**config.mk**
```make
export PLATFORM = sky130hd
export DESIGN_NAME = icd_top
export DESIGN_NICKNAME = d
export VERILOG_FILES = /design/src/rtl/icd_pkg.sv /design/src/rtl/icd_top.sv
export SDC_FILE = /design/constraint.sdc
export NUM_CORES = 1
export LEC_CHECK = 0
export BUFFER_PORTS_ARGS = -buffer_cell sky130_fd_sc_hd__buf_4
export CAP_MARGIN = 5
export CORE_ASPECT_RATIO = 0.7
export CORE_MARGIN = 2
export CORE_UTILIZATION = 50
export DETAILED_ROUTE_END_ITERATION = 10
export GPL_ROUTABILITY_DRIVEN = 0
export PLACE_DENSITY = 0.67
export SLEW_MARGIN = 20
export SYNTH_ARGS = -nofsm -noshare
export SYNTH_HDL_FRONTEND = slang
export SYNTH_SLANG_ARGS = --single-unit
export TNS_END_PERCENT = 30
```
**constraint.sdc**
```tcl
create_clock -name clk_sys -period 4.65 [get_ports clk_sys]
set_input_delay 0.2325 -clock clk_sys [delete_from_list [all_inputs] [get_ports clk_sys]]
set_output_delay 0.2325 -clock clk_sys [all_outputs]
set_load 0.05 [all_outputs]
```
**src/rtl/icd_pkg.sv**
```systemverilog
// package for the interrupt command decoder: bus map, command patterns,
// mode fields, state encodings and bus carrier structs.
// assumes a 32-bit APB master with word aligned byte addresses.
package icd_pkg;
	// ==================================================================
	// register map (byte addresses)
	localparam int unsigned ADDR_W = 8;
	localparam logic [7:0] OFS_B_CMD  = 8'h00; // port b control/status, command
	localparam logic [7:0] OFS_B_DATA = 8'h04; // port b data port
	localparam logic [7:0] OFS_D_CMD  = 8'h08; // port d control/status, command
	localparam logic [7:0] OFS_D_DATA = 8'h0C; // port d data port
	localparam logic [7:0] OFS_PEND   = 8'h10;
	localparam logic [7:0] OFS_MASK   = 8'h14;
	localparam logic [7:0] OFS_INSV   = 8'h18;
	localparam logic [7:0] OFS_MODE   = 8'h1C;
	localparam logic [7:0] OFS_ACR    = 8'h20;
	localparam logic [7:0] OFS_VACK   = 8'h24; // acknowledge: pops one vector byte
	localparam logic [7:0] OFS_ISTS   = 8'h28; // sticky events, write one to clear
	localparam logic [7:0] OFS_IMSK   = 8'h2C;
	// ==================================================================
	// command patterns
	localparam logic [7:0] CMD_REQ_CLR1 = 8'b01001???;
	localparam logic [7:0] CMD_REQ_SETA = 8'b01010???;
	localparam logic [7:0] CMD_REQ_SET1 = 8'b01011???;
	localparam logic [7:0] CMD_ISV_TOP  = 8'b0110????;
	localparam logic [7:0] CMD_ISV_CLRA = 8'b01110???;
	localparam logic [7:0] CMD_ISV_CLR1 = 8'b01111???;
	localparam logic [7:0] CMD_MODE_LO  = 8'b100?????;
	localparam logic [7:0] CMD_MODE_HI  = 8'b1010????;
	localparam logic [7:0] CMD_SEL_MASK = 8'b1011????;
	localparam logic [7:0] CMD_SEL_ACR  = 8'b1100????;
	localparam logic [7:0] CMD_SEL_VEC  = 8'b111?????;
	// ==================================================================
	// field positions
	localparam int unsigned BSEL_LSB = 0; // bit_select_field / vector_level_field
	localparam int unsigned BSEL_W   = 3;
	localparam int unsigned BCNT_LSB = 3; // vector_byte_count_field
	localparam int unsigned MLOW_LSB = 0; // mode_low_field
	localparam int unsigned MLOW_W   = 5;
	localparam int unsigned PSEL_LSB = 5; // register_preselect_mode_bits in mode
	localparam int unsigned PCMD_LSB = 2; // same bits inside the command
	localparam int unsigned MMSK_BIT = 7; // master_mask_bit
	localparam logic [1:0] MMC_KEEP = 2'h0; // master_mask_control_field
	localparam logic [1:0] MMC_SET  = 2'h1;
	localparam logic [1:0] MMC_CLR  = 2'h2;
	localparam int unsigned EV_REQ = 0; // event: new request latched
	localparam int unsigned EV_BAD = 1; // event: illegal master mask code
	localparam int unsigned EV_W   = 2;
	// ==================================================================
	// types
	typedef enum logic [1:0] {TGT_NONE, TGT_MASK, TGT_ACR, TGT_VEC} icd_tgt_e;
	typedef enum logic [3:0] {OP_NONE, OP_REQ_CLR1, OP_REQ_SETA, OP_REQ_SET1, OP_ISV_TOP,
		OP_ISV_CLRA, OP_ISV_CLR1, OP_MODE_LO, OP_MODE_HI, OP_SEL_MASK, OP_SEL_ACR,
		OP_SEL_VEC} icd_op_e;
	typedef struct packed {
		logic              psel;
		logic              penable;
		logic              pwrite;
		logic [ADDR_W-1:0] paddr;
		logic [31:0]       pwdata;
	} icd_apb_req_s;
	typedef struct packed {
		logic [31:0] prdata;
		logic        pready;
		logic        pslverr;
	} icd_apb_rsp_s;
endpackage

```
**src/rtl/icd_top.sv**
```systemverilog
// interrupt command decoder with request sources, vector memory and APB slave.
// assumes request pins and the jumper are asynchronous; bus on clk_sys.
//
// Local design decisions: the placing of the registers and the APB register port.
`timescale 1ns/100ps
`default_nettype none
module icd_top
	import icd_pkg::*;
(
	// clock and reset
	input  wire logic                 clk_sys,
	input  wire logic                 srst,
	// register bus
	input  wire icd_pkg::icd_apb_req_s apb_req,
	output icd_pkg::icd_apb_rsp_s     apb_rsp,
	// request pins
	input  wire logic [7:0]           port_a_high,
	input  wire logic [3:0]           user_reply_inputs,
	input  wire logic                 request_source_jumper,
	// interrupt outputs
	output logic                      vector_int_req,
	output logic                      irq
);
	import icd_pkg::*;

	// ==================================================================
	// state
	typedef struct packed {
		logic [7:0]            pend;
		logic [7:0]            mask;
		logic [7:0]            insv;
		logic [7:0]            mode;
		logic [7:0]            auxiliary_control_reg;
		icd_tgt_e              tgt;
		logic [2:0]            vlev;
		logic [7:0][1:0]       cnt;
		logic [7:0][1:0]       wptr;
		logic [1:0]            rptr;
		logic [7:0][3:0][7:0]  vmem;
		logic [12:0]           s1;
		logic [12:0]           s2;
		logic [7:0]            src_d;
		logic [EV_W-1:0]       ists;
		logic [EV_W-1:0]       imsk;
		logic                  rdy;
		logic                  err;
		logic [31:0]           rdat;
	} icd_state_s;

	icd_state_s st_reg;
	icd_state_s st_next;

	// lowest index set bit wins priority
	function automatic logic [7:0] icd_lowest(input logic [7:0] v);
		return v & (~v + 8'h01);
	endfunction

	function automatic logic [2:0] icd_index(input logic [7:0] oh);
		logic [2:0] r;
		r = '0;
		for (int i = 0; i < 8; i++) begin
			if (oh[i]) begin
				r = 3'(i);
			end
		end
		return r;
	endfunction

	function automatic logic icd_mapped(input logic [ADDR_W-1:0] a);
		return a inside {OFS_B_CMD, OFS_B_DATA, OFS_D_CMD, OFS_D_DATA, OFS_PEND, OFS_MASK,
			OFS_INSV, OFS_MODE, OFS_ACR, OFS_VACK, OFS_ISTS, OFS_IMSK};
	endfunction

	logic       access;
	logic       fire;
	logic       cmd_fire;
	logic       dat_fire;
	logic [7:0] cmd;
	logic [2:0] bsel;
	logic [7:0] src;
	logic [7:0] req_edge;
	logic [7:0] live;
	logic [2:0] ack_lev;
	icd_op_e    op;

	// ==================================================================
	// bus qualifiers and command decode
	always_comb begin
		access   = apb_req.psel && apb_req.penable;
		fire     = access && st_reg.rdy;
		cmd_fire = fire && apb_req.pwrite
			&& (apb_req.paddr == OFS_B_CMD || apb_req.paddr == OFS_D_CMD);
		dat_fire = fire && apb_req.pwrite
			&& (apb_req.paddr == OFS_B_DATA || apb_req.paddr == OFS_D_DATA);
		cmd      = apb_req.pwdata[7:0];
		bsel     = cmd[BSEL_LSB +: BSEL_W];
		casez (cmd)
			CMD_REQ_CLR1: op = OP_REQ_CLR1;
			CMD_REQ_SETA: op = OP_REQ_SETA;
			CMD_REQ_SET1: op = OP_REQ_SET1;
			CMD_ISV_TOP:  op = OP_ISV_TOP;
			CMD_ISV_CLRA: op = OP_ISV_CLRA;
			CMD_ISV_CLR1: op = OP_ISV_CLR1;
			CMD_MODE_LO:  op = OP_MODE_LO;
			CMD_MODE_HI:  op = OP_MODE_HI;
			CMD_SEL_MASK: op = OP_SEL_MASK;
			CMD_SEL_ACR:  op = OP_SEL_ACR;
			CMD_SEL_VEC:  op = OP_SEL_VEC;
			default:      op = OP_NONE; // other codes only end a preselect
		endcase
		// source select; jumper sampled after its synchroniser
		src = st_reg.s2[12] ? {st_reg.s2[11:8], st_reg.s2[3:0]} : st_reg.s2[7:0];
		req_edge = src & ~st_reg.src_d;
		live     = icd_lowest(st_reg.pend & ~st_reg.mask);
		ack_lev  = icd_index(live);
	end

	// ==================================================================
	// next state
	always_comb begin
		st_next = st_reg;
		// two-stage synchroniser; stage one feeds stage two only
		st_next.s1    = {request_source_jumper, user_reply_inputs, port_a_high};
		st_next.s2    = st_reg.s1;
		st_next.src_d = src;
		// zero-wait not used: one cycle to register read data, then ready
		st_next.rdy = access && !st_reg.rdy;
		if (access && !st_reg.rdy) begin
			st_next.err = !icd_mapped(apb_req.paddr);
			unique case (apb_req.paddr)
				OFS_PEND: st_next.rdat = {24'h0, st_reg.pend};
				OFS_MASK: st_next.rdat = {24'h0, st_reg.mask};
				OFS_INSV: st_next.rdat = {24'h0, st_reg.insv};
				OFS_MODE: st_next.rdat = {24'h0, st_reg.mode};
				OFS_ACR:  st_next.rdat = {24'h0, st_reg.auxiliary_control_reg};
				OFS_VACK: st_next.rdat = (|live) ? {24'h0, st_reg.vmem[ack_lev][st_reg.rptr]}
					: 32'h0;
				OFS_ISTS: st_next.rdat = {30'h0, st_reg.ists};
				OFS_IMSK: st_next.rdat = {30'h0, st_reg.imsk};
				default:  st_next.rdat = 32'h0;
			endcase
		end
		// commands
		if (cmd_fire) begin
			unique case (op)
				OP_REQ_CLR1: st_next.pend[bsel] = 1'b0;
				OP_REQ_SETA: st_next.pend = 8'hFF;
				OP_REQ_SET1: st_next.pend[bsel] = 1'b1;
				OP_ISV_TOP:  st_next.insv = st_reg.insv & ~icd_lowest(st_reg.insv);
				OP_ISV_CLRA: st_next.insv = 8'h00;
				OP_ISV_CLR1: st_next.insv[bsel] = 1'b0;
				OP_MODE_LO:  st_next.mode[MLOW_LSB +: MLOW_W] = cmd[MLOW_LSB +: MLOW_W];
				OP_MODE_HI: begin
					st_next.mode[PSEL_LSB +: 2] = cmd[PCMD_LSB +: 2];
					if (cmd[1:0] == MMC_SET) begin
						st_next.mode[MMSK_BIT] = 1'b1;
					end else if (cmd[1:0] == MMC_CLR) begin
						st_next.mode[MMSK_BIT] = 1'b0;
					end
				end
				OP_SEL_MASK: st_next.tgt = TGT_MASK;
				OP_SEL_ACR:  st_next.tgt = TGT_ACR;
				OP_SEL_VEC: begin
					st_next.tgt       = TGT_VEC;
					st_next.vlev      = bsel;
					st_next.cnt[bsel] = cmd[BCNT_LSB +: 2];
					st_next.wptr[bsel] = 2'h0;
					st_next.rptr      = 2'h0;
				end
				default: st_next.tgt = st_reg.tgt;
			endcase
			// any other command ends a preselect; only OP_MODE_LO and OP_MODE_HI change mode
			if (!(op inside {OP_SEL_MASK, OP_SEL_ACR, OP_SEL_VEC})) begin
				st_next.tgt = TGT_NONE;
			end
		end
		// data port writes go to the preselected target until the next command
		if (dat_fire) begin
			unique case (st_reg.tgt)
				TGT_MASK: st_next.mask = apb_req.pwdata[7:0];
				TGT_ACR:  st_next.auxiliary_control_reg = apb_req.pwdata[7:0];
				TGT_VEC: begin
					st_next.vmem[st_reg.vlev][st_reg.wptr[st_reg.vlev]] = apb_req.pwdata[7:0];
					if (st_reg.wptr[st_reg.vlev] != 2'h3) begin
						st_next.wptr[st_reg.vlev] = st_reg.wptr[st_reg.vlev] + 2'h1;
					end
				end
				TGT_NONE: st_next.tgt = TGT_NONE;
			endcase
		end
		// acknowledge read: level stays pending until its last byte is taken
		if (fire && !apb_req.pwrite && apb_req.paddr == OFS_VACK && |live) begin
			if (st_reg.rptr == st_reg.cnt[ack_lev]) begin
				st_next.rptr          = 2'h0;
				st_next.pend[ack_lev] = 1'b0;
				st_next.insv[ack_lev] = 1'b1;
			end else begin
				st_next.rptr = st_reg.rptr + 2'h1;
			end
		end
		// interrupt event bits: write one clears, a new event in the same cycle wins
		if (fire && apb_req.pwrite && apb_req.paddr == OFS_ISTS) begin
			st_next.ists = st_reg.ists & ~apb_req.pwdata[EV_W-1:0];
		end
		if (fire && apb_req.pwrite && apb_req.paddr == OFS_IMSK) begin
			st_next.imsk = apb_req.pwdata[EV_W-1:0];
		end
		st_next.ists[EV_BAD] = st_next.ists[EV_BAD] | (cmd_fire && op == OP_MODE_HI
			&& cmd[1:0] == (MMC_SET | MMC_CLR));
		st_next.ists[EV_REQ] = st_next.ists[EV_REQ] | (|req_edge);
		// request edges are applied last so they win over a clear
		st_next.pend = st_next.pend | req_edge;
	end

	// ==================================================================
	// registers
	always_ff @(posedge clk_sys) begin
		if (srst) begin
			st_reg <= '0;
		end else begin
			st_reg <= st_next;
		end
	end

	// ==================================================================
	// outputs
	always_comb begin
		apb_rsp.prdata  = st_reg.rdat;
		apb_rsp.pready  = st_reg.rdy;
		apb_rsp.pslverr = st_reg.rdy && st_reg.err;
		// master mask set holds off every vectored request
		vector_int_req  = (|live) && !st_reg.mode[MMSK_BIT];
		irq             = |(st_reg.ists & st_reg.imsk);
	end
endmodule
`default_nettype wire

```
## Word level (Yosys, flattened, before mapping)

Index checks and enable logic that the tools add are counted.

- Bits in registers: 407
- Bits of input ports: 58
- Output and inout bits: 36
- Word-level logic and storage cells: 246

- Add/sub/neg operators: 4
- $lt $le $gt $ge: 9
- Equal/unequal tests: 41
- Mux-type cells: 58
- Bitwise logic cells: 25
- Reductions and logical operators: 43

Operator list:

| cell | count |
|---|---|
| 256-bit bitwise mux | 1 |
| 32-bit binary-select mux with 3-bit select | 1 |
| 32-bit demux with 3-bit select | 1 |
| 8-bit two-way mux | 9 |
| 8-bit AND | 8 |
| 16-bit two-way mux | 4 |
| 32-bit two-way mux | 2 |
| 8-bit case mux with 8 select lines | 1 |
| 8-bit inverter | 7 |
| 8-bit case mux with 3 select lines | 2 |
| 4-bit case mux with 11 select lines | 1 |
| 39-bit two-way mux | 1 |
| 37-bit two-way mux | 1 |
| 16-bit bitwise mux | 2 |
| 8-bit by 5-bit equality test with 1-bit output, second input constant | 4 |
| 8-bit by 6-bit equality test with 1-bit output, second input constant | 4 |
| 4-bit equality test, second input constant | 7 |
| 5-bit by 4-bit equality test with 1-bit output, second input constant | 5 |
| 8-bit bitwise OR | 3 |
| 3-bit two-way mux | 7 |
| 4-bit by 3-bit equality test with 1-bit output, second input constant | 5 |
| 2-bit two-way mux | 10 |
| 1-bit logical AND | 19 |
| 8-bit by 1-bit adder with 8-bit output, second input constant | 2 |
| 38 further kinds | 73 |

## Longest topological paths before layout

- Word-level depth: 21
- Depth in mapped cells: 14
- Mapped depth without buffers: 11

## Worst setup path after synthesis

OpenSTA, ideal clock, no wires.

- Path kind: flip-flop to flip-flop
- From: reg st_reg[363] (netlist name)
- To: reg st_reg[100] (netlist name)
- Setup time: 132 ps
- Arrival: 2699 ps
- Data required time: 4518 ps
- Setup slack: 1819 ps
- Stages on the path, launching flop included: 12
- Path buffers: 3
- Clock period less this slack: 2831 ps
- Path through: dfxtp_1 > clkbuf_1 > nand3b_1 > o22ai_1 > nor3_1 > ha_1 > and2_1 > clkbuf_1 > buf_2 > nand2_1 > nand2_1 > a21oi_1

- Word-level cells in the longest chain between the ends: 9
- Elaborated cells on any way between the ends: 13
- Those cells by class: order compare: 4; mux: 7; reduce/logical: 2

RTL lines:

| what | RTL line | text |
|---|---|---|
| start: declaration | icd_top.sv:50 | `icd_state_s st_reg;` |
| start signal: assignment | icd_top.sv:221 | `st_reg <= st_next;` |
| 2-bit binary-select mux with 3-bit select | icd_top.sv:183 | `st_next.vmem[st_reg.vlev][st_reg.wptr[st_reg.vlev]] = apb_req.pwdata[7:0];` |
| 2-bit two-way mux (not written as such) | icd_top.sv:183 |  |
| 2-bit by 3-bit less-than comparator with 1-bit output (not written as such) or 2-bit by 1-bit >= comparator with 1-bit output (tied branches) | icd_top.sv:183 |  |
| 1-bit logical AND (not written as such) | icd_top.sv:183 |  |
| 8-bit two-way mux (not written as such) | icd_top.sv:183 |  |
| 8-bit demux with 2-bit select | icd_top.sv:183 |  |
| 32-bit two-way mux (not written as such) | icd_top.sv:183 |  |
| 32-bit demux with 3-bit select * | icd_top.sv:183 |  |
| 256-bit bitwise mux * | icd_top.sv:183 |  |

Every way passes the cells marked *; elsewhere a longest branch is shown, timed or not. The select of a mux whose other input is x is not followed.
A chain may end at the register's enable or synchronous reset.

## Final worst setup path

- From: reg st_reg[391] (netlist name)
- To: reg st_reg (netlist bit apb_rsp[4])

- Word-level cells in the longest chain between the ends: 18
- Elaborated cells on any way between the ends: 19
- Those cells by class: add/sub: 1; mux: 13; bitwise: 4; reduce/logical: 1

RTL lines:

| what | RTL line | text |
|---|---|---|
| 8-bit inverter * | icd_top.sv:114 | `live = icd_lowest(st_reg.pend & ~st_reg.mask);` |
| 8-bit AND * | icd_top.sv:114 |  |
| 8-bit inverter | icd_top.sv:55 | `return v & (~v + 8'h01);` |
| 8-bit by 1-bit adder with 8-bit output | icd_top.sv:55 |  |
| 8-bit AND * | icd_top.sv:55 |  |
| 1-bit two-way mux | icd_top.sv:62 | `if (oh[i]) begin` |
| 3-bit two-way mux (6 in a row) | icd_top.sv:62 |  |
| 32-bit binary-select mux with 3-bit select | icd_top.sv:136 | `OFS_VACK: st_next.rdat = (\|live) ? {24'h0, st_reg.vmem[ack_lev][st_reg.rptr]}` |
| 32-bit two-way mux (not written as such) | icd_top.sv:136 |  |
| 8-bit binary-select mux with 2-bit select | icd_top.sv:136 |  |
| 8-bit two-way mux (not written as such) | icd_top.sv:136 |  |
| 8-bit two-way mux * | icd_top.sv:136 |  |
| 8-bit case mux with 8 select lines * | icd_top.sv:130 | `unique case (apb_req.paddr)` |

Marked as above.

==> out/results.md <==
| Step | Metric | This run |
|---|---|---|
| synth | Instance count of the mapped netlist | 2179 |
| synth | Most used flip-flop cell after synthesis | dfxtp_1 |
| pwr | Sw Share | 0.247 |
| placed design | DP Cell Count | 2487 |
| cells and area | Layout area overhead | 9.76% |
| pwr | Relative contribution of sequential cells to total power | 0.474 |
| cells and area | Most frequent standard cell in the layout excluding fill and tap cells | dfxtp_1 |
| cells and area | Multi-input logic area | 8430 sq um |
| placed design | Post-placement cell area | 17300 sq um |
| pwr | Logic pwr share | 0.074 |
| sta | Final hold slack | 19.7 ps |
| global route | Global route overflow | 0 |
| global route | Via count of the first global-routing pass | 14600 |
| pwr | Worst VDD drop | 0.214 mV |
| worst setup path | Critical path required time | 5050 ps |
| cells and area | Fraction of final layout cells sized beyond drive strength 1 | 0.0849 |
| worst setup path | Slack of the worst reg-to-reg path | 1080 ps |
| cells and area | Largest register FFs | 361 |
| sta | Max frequency | 0.280 GHz |
| routing | Pre-Repair DR Iteration Count | 7 |
| cts | Total clock buffers created by CTS | 38 |
| synth | Xor/xnor cell area share of the yosys netlist | 0.00198 |
| min path | Class of the worst hold path | input pin to flip-flop |
| die | Core Rows | 56 |
| die | Initial core utilization | 0.509 |
| routing | Final wirelength | 55400 microns |
| worst setup path | Critical path arrival | 3970 ps |
| die | Die boundary height | 159 microns |
| synth | Complex-gate fraction of the synthesized area | 0.204 |
| cts | Postcts setup bufs | 0 |
| sta | Portion of the clock cycle consumed by the worst path in the final layout | 0.767 |
| cells and area | Sequential Area | 7670 sq um |
| sta | Post-Route Setup TNS | 0 ps |
| routing | # DRC | 0 |
| global route | Largest net degree at the start of global routing | 214 |
| cts | TritonCTS clock tree | built |
| sta | Final-report max-slew violation count | 0 |
| worst setup path | Biggest fanout along the worst timing path | 18 |
| routing | Routed length per instance | 21.6 microns |
| routing | Average vias per placed instance | 6.35 |
| synth | Sequential area share after synthesis | 0.449 |
| synth | Area fraction in and, or, nand and nor cells after synthesis | 0.254 |
| sta | Skew final | 19.1 ps |
| worst setup path | Endpoint type of the worst setup path | flip-flop |
| worst setup path | R2R cell count | 8 |
| cts | Clock transition at the registers of the reported paths | 60 ps |
| synth | Mean Syn Cell Area | 7.84 sq um |
| placed design | Count of port buffers added during placement | 45 |
| sta | Final min period | 3570 ps |
| worst setup path | Capture instance of the worst register-to-register path | apb_rsp[4] |
| status | Result of the run | finished, final reports clean |
| synth | Area of the mapped netlist | 17100 sq um |
| global route | Antenna violations before repair | 0 |
| worst setup path | Launching element type of the critical path | flip-flop |
| pwr | Clock network fraction of design power | 0.452 |
| placed design | Estimated wirelength of the detail-placed design | 34500 microns |
| sta | Number of hold violations in the final report | 0 |
| sta | Unrepaired setup endpoints after global routing | false |
| cts | Post_cts resized | 0 |
| sta | Final-report setup violation count | 0 |
| worst setup path | End of the critical path | apb_rsp[4] |
| cts | Total clock sinks | 383 |
| cts | Master cell of the clock root buffer | clkbuf_16 |
| cells and area | Cell Count, Final, Fillers Out | 2568 |
| pwr | Leak pwr | 6.21 nW |
| synth | Number of enable flip-flop cells after synthesis | 0 |
| worst setup path | Critical Path Start | st_reg[391] |
| cells and area | Number of nets in the finished design | 2169 |
| synth | Number of synthesized register bits | 383 |
| pwr | Power spent charging and discharging nets | 1.72 mW |
| synth | Post-synthesis adder-cell area fraction | 0.00440 |
| cts | Worst-Skew Late Latency | 550 ps |
| cells and area | Fillers | 3066 |
| die | Die span in x | 225 microns |
| synth | Async set-reset flop share out of synthesis | 0 |
| sta | Post-route worst setup slack | 1080 ps |
| cells and area | Layout Cell Area excl Fill | 18700 sq um |
| worst setup path | Launch instance of the worst register-to-register path | st_reg[391] |
| die | Core area | 33600 sq um |
| cts | Depth of the CTS H-tree | 2 |
| cells and area | Finished Core Util | 0.558 |
| worst setup path | Type of the worst setup path | flip-flop to flip-flop |
| cells and area | Commonest cells after routing, fill and taps aside | 383 x dfxtp_1, 356 x nand2_1, 307 x a21oi_1 |
| job | Reported max-cap violation count | 0 |
| routing | Final antenna-violating net count | 0 |
| sta | Worst-margin pin slew | 1160 ps |
| global route | Wire length of the first global-routing pass | 85200 microns |
| global route | Global routing usage summed across all routing layers | 0.306 |
| placed design | Placement Setup Slack | 1270 ps |
| die | Number of top-level pins | 94 |
| synth | Mux cell area share after synthesis | 0.0217 |
| synth | Combinational family with the most area after synthesis | simple AND/OR/NAND/NOR gates |
| synth | Number of distinct library cells after synthesis | 74 |
| routing | Initial detailed-routing violation count | 2444 |
| sta | Worst rel slew slack | 0.219 |
| die | Die area | 35700 sq um |
| routing | Number of vias after detailed routing | 16300 |
| pwr | Ratio of total power to cell area | 373 nW/um^2 |
| cts | Deepest clock path buffer count | 3 |
| pwr | Cell Int Power | 5.26 mW |
| synth | Total number of yosys warnings | 0 |
| pwr | Power Total | 6.99 mW |
==> worst min path at each step <==
stage                               from     endpoint  slack (ps)  cells after the start
after floorplan           port_a_high[0]  st_next[46]         360                      1
after global placement       st_next[55]   st_reg[55]         420                      1
after detailed placement     st_next[56]   st_reg[56]         420                      1
after CTS                    apb_req[42]   apb_rsp[1]          10                      3
after global routing         apb_req[42]   apb_rsp[1]          30                      3
final                        apb_req[42]   apb_rsp[1]          20                      3
==> critical path: stages (launching register included) <==
cell and delay (ps):
dfxtp_1 450, nand2b_1 420, nand4_1 380, or3_1 860, buf_4 390, o22ai_1 150
nor3_1 140, o32ai_1 490, o21ai_0 150
==> logic make-up (layout without fill, tap and decap cells) <==
group	after synthesis	count (layout)
adders and majority gates	6	6
other	1	25
muxes	37	37
DFF	383	383
buffers and inverters	254	184
AOI/OAI and AO/OA	562	562
xor gates and xnor gates	3	3
and+or+nand+nor	933	933
==> synthesized netlist by cell type, drive strengths merged, types with 25 or more instances <==
cell type  instances  share of area
nand2            357          0.078
inv               26         0.0057
a21oi            307          0.090
o21ai             30         0.0088
buf               55          0.021
mux2i             37          0.022
o22ai             58          0.021
clkbuf           172          0.038
a31oi             25          0.010
nor2b             35          0.013
nor2             123          0.027
o221ai            28          0.015
dfxtp            383           0.45
nand3            275          0.081
nor3              47          0.014
==> what timing repair did <==
action,in CTS,in global routing
hold buffers,13,0
setup endpoints to repair,0,0
endpoints found under the hold margin,13,0
==> area by class of cell <==
type                            count  area share
Clock buffer                       54      0.0611
Tap cell                          435      0.0290
Antenna cell                        1    0.000134
Clock inverter                     13     0.00661
Inverter                           27     0.00541
Multi-Input combinational cell   1565       0.450
Sequential cell                   383       0.409
Timing Repair Buffer               90      0.0389
==> power groups by stage <==
stage               Sequential (mW)  Clock [mW]  Combinational [mW]
finish                         3.31        3.16               0.517
global route                   3.31        3.30               0.542
detailed placement             3.38           0               0.489
CTS                            3.31        3.19               0.501
floorplan                      3.38           0               0.351
global placement               3.38           0               0.485
==> metal layers <==
metal / vias to the layer above / GRT usage / routed length [microns]
li1: 7536 / - / -
met1: 7792 / 0.450 / 24500
met2: 892 / 0.450 / 23200
met3: 95 / 0.0668 / 6460
met4: 0 / 0.0826 / 1280
met5: - / 0 / 0
No activity file was read; power rests on OpenSTA's default activity.
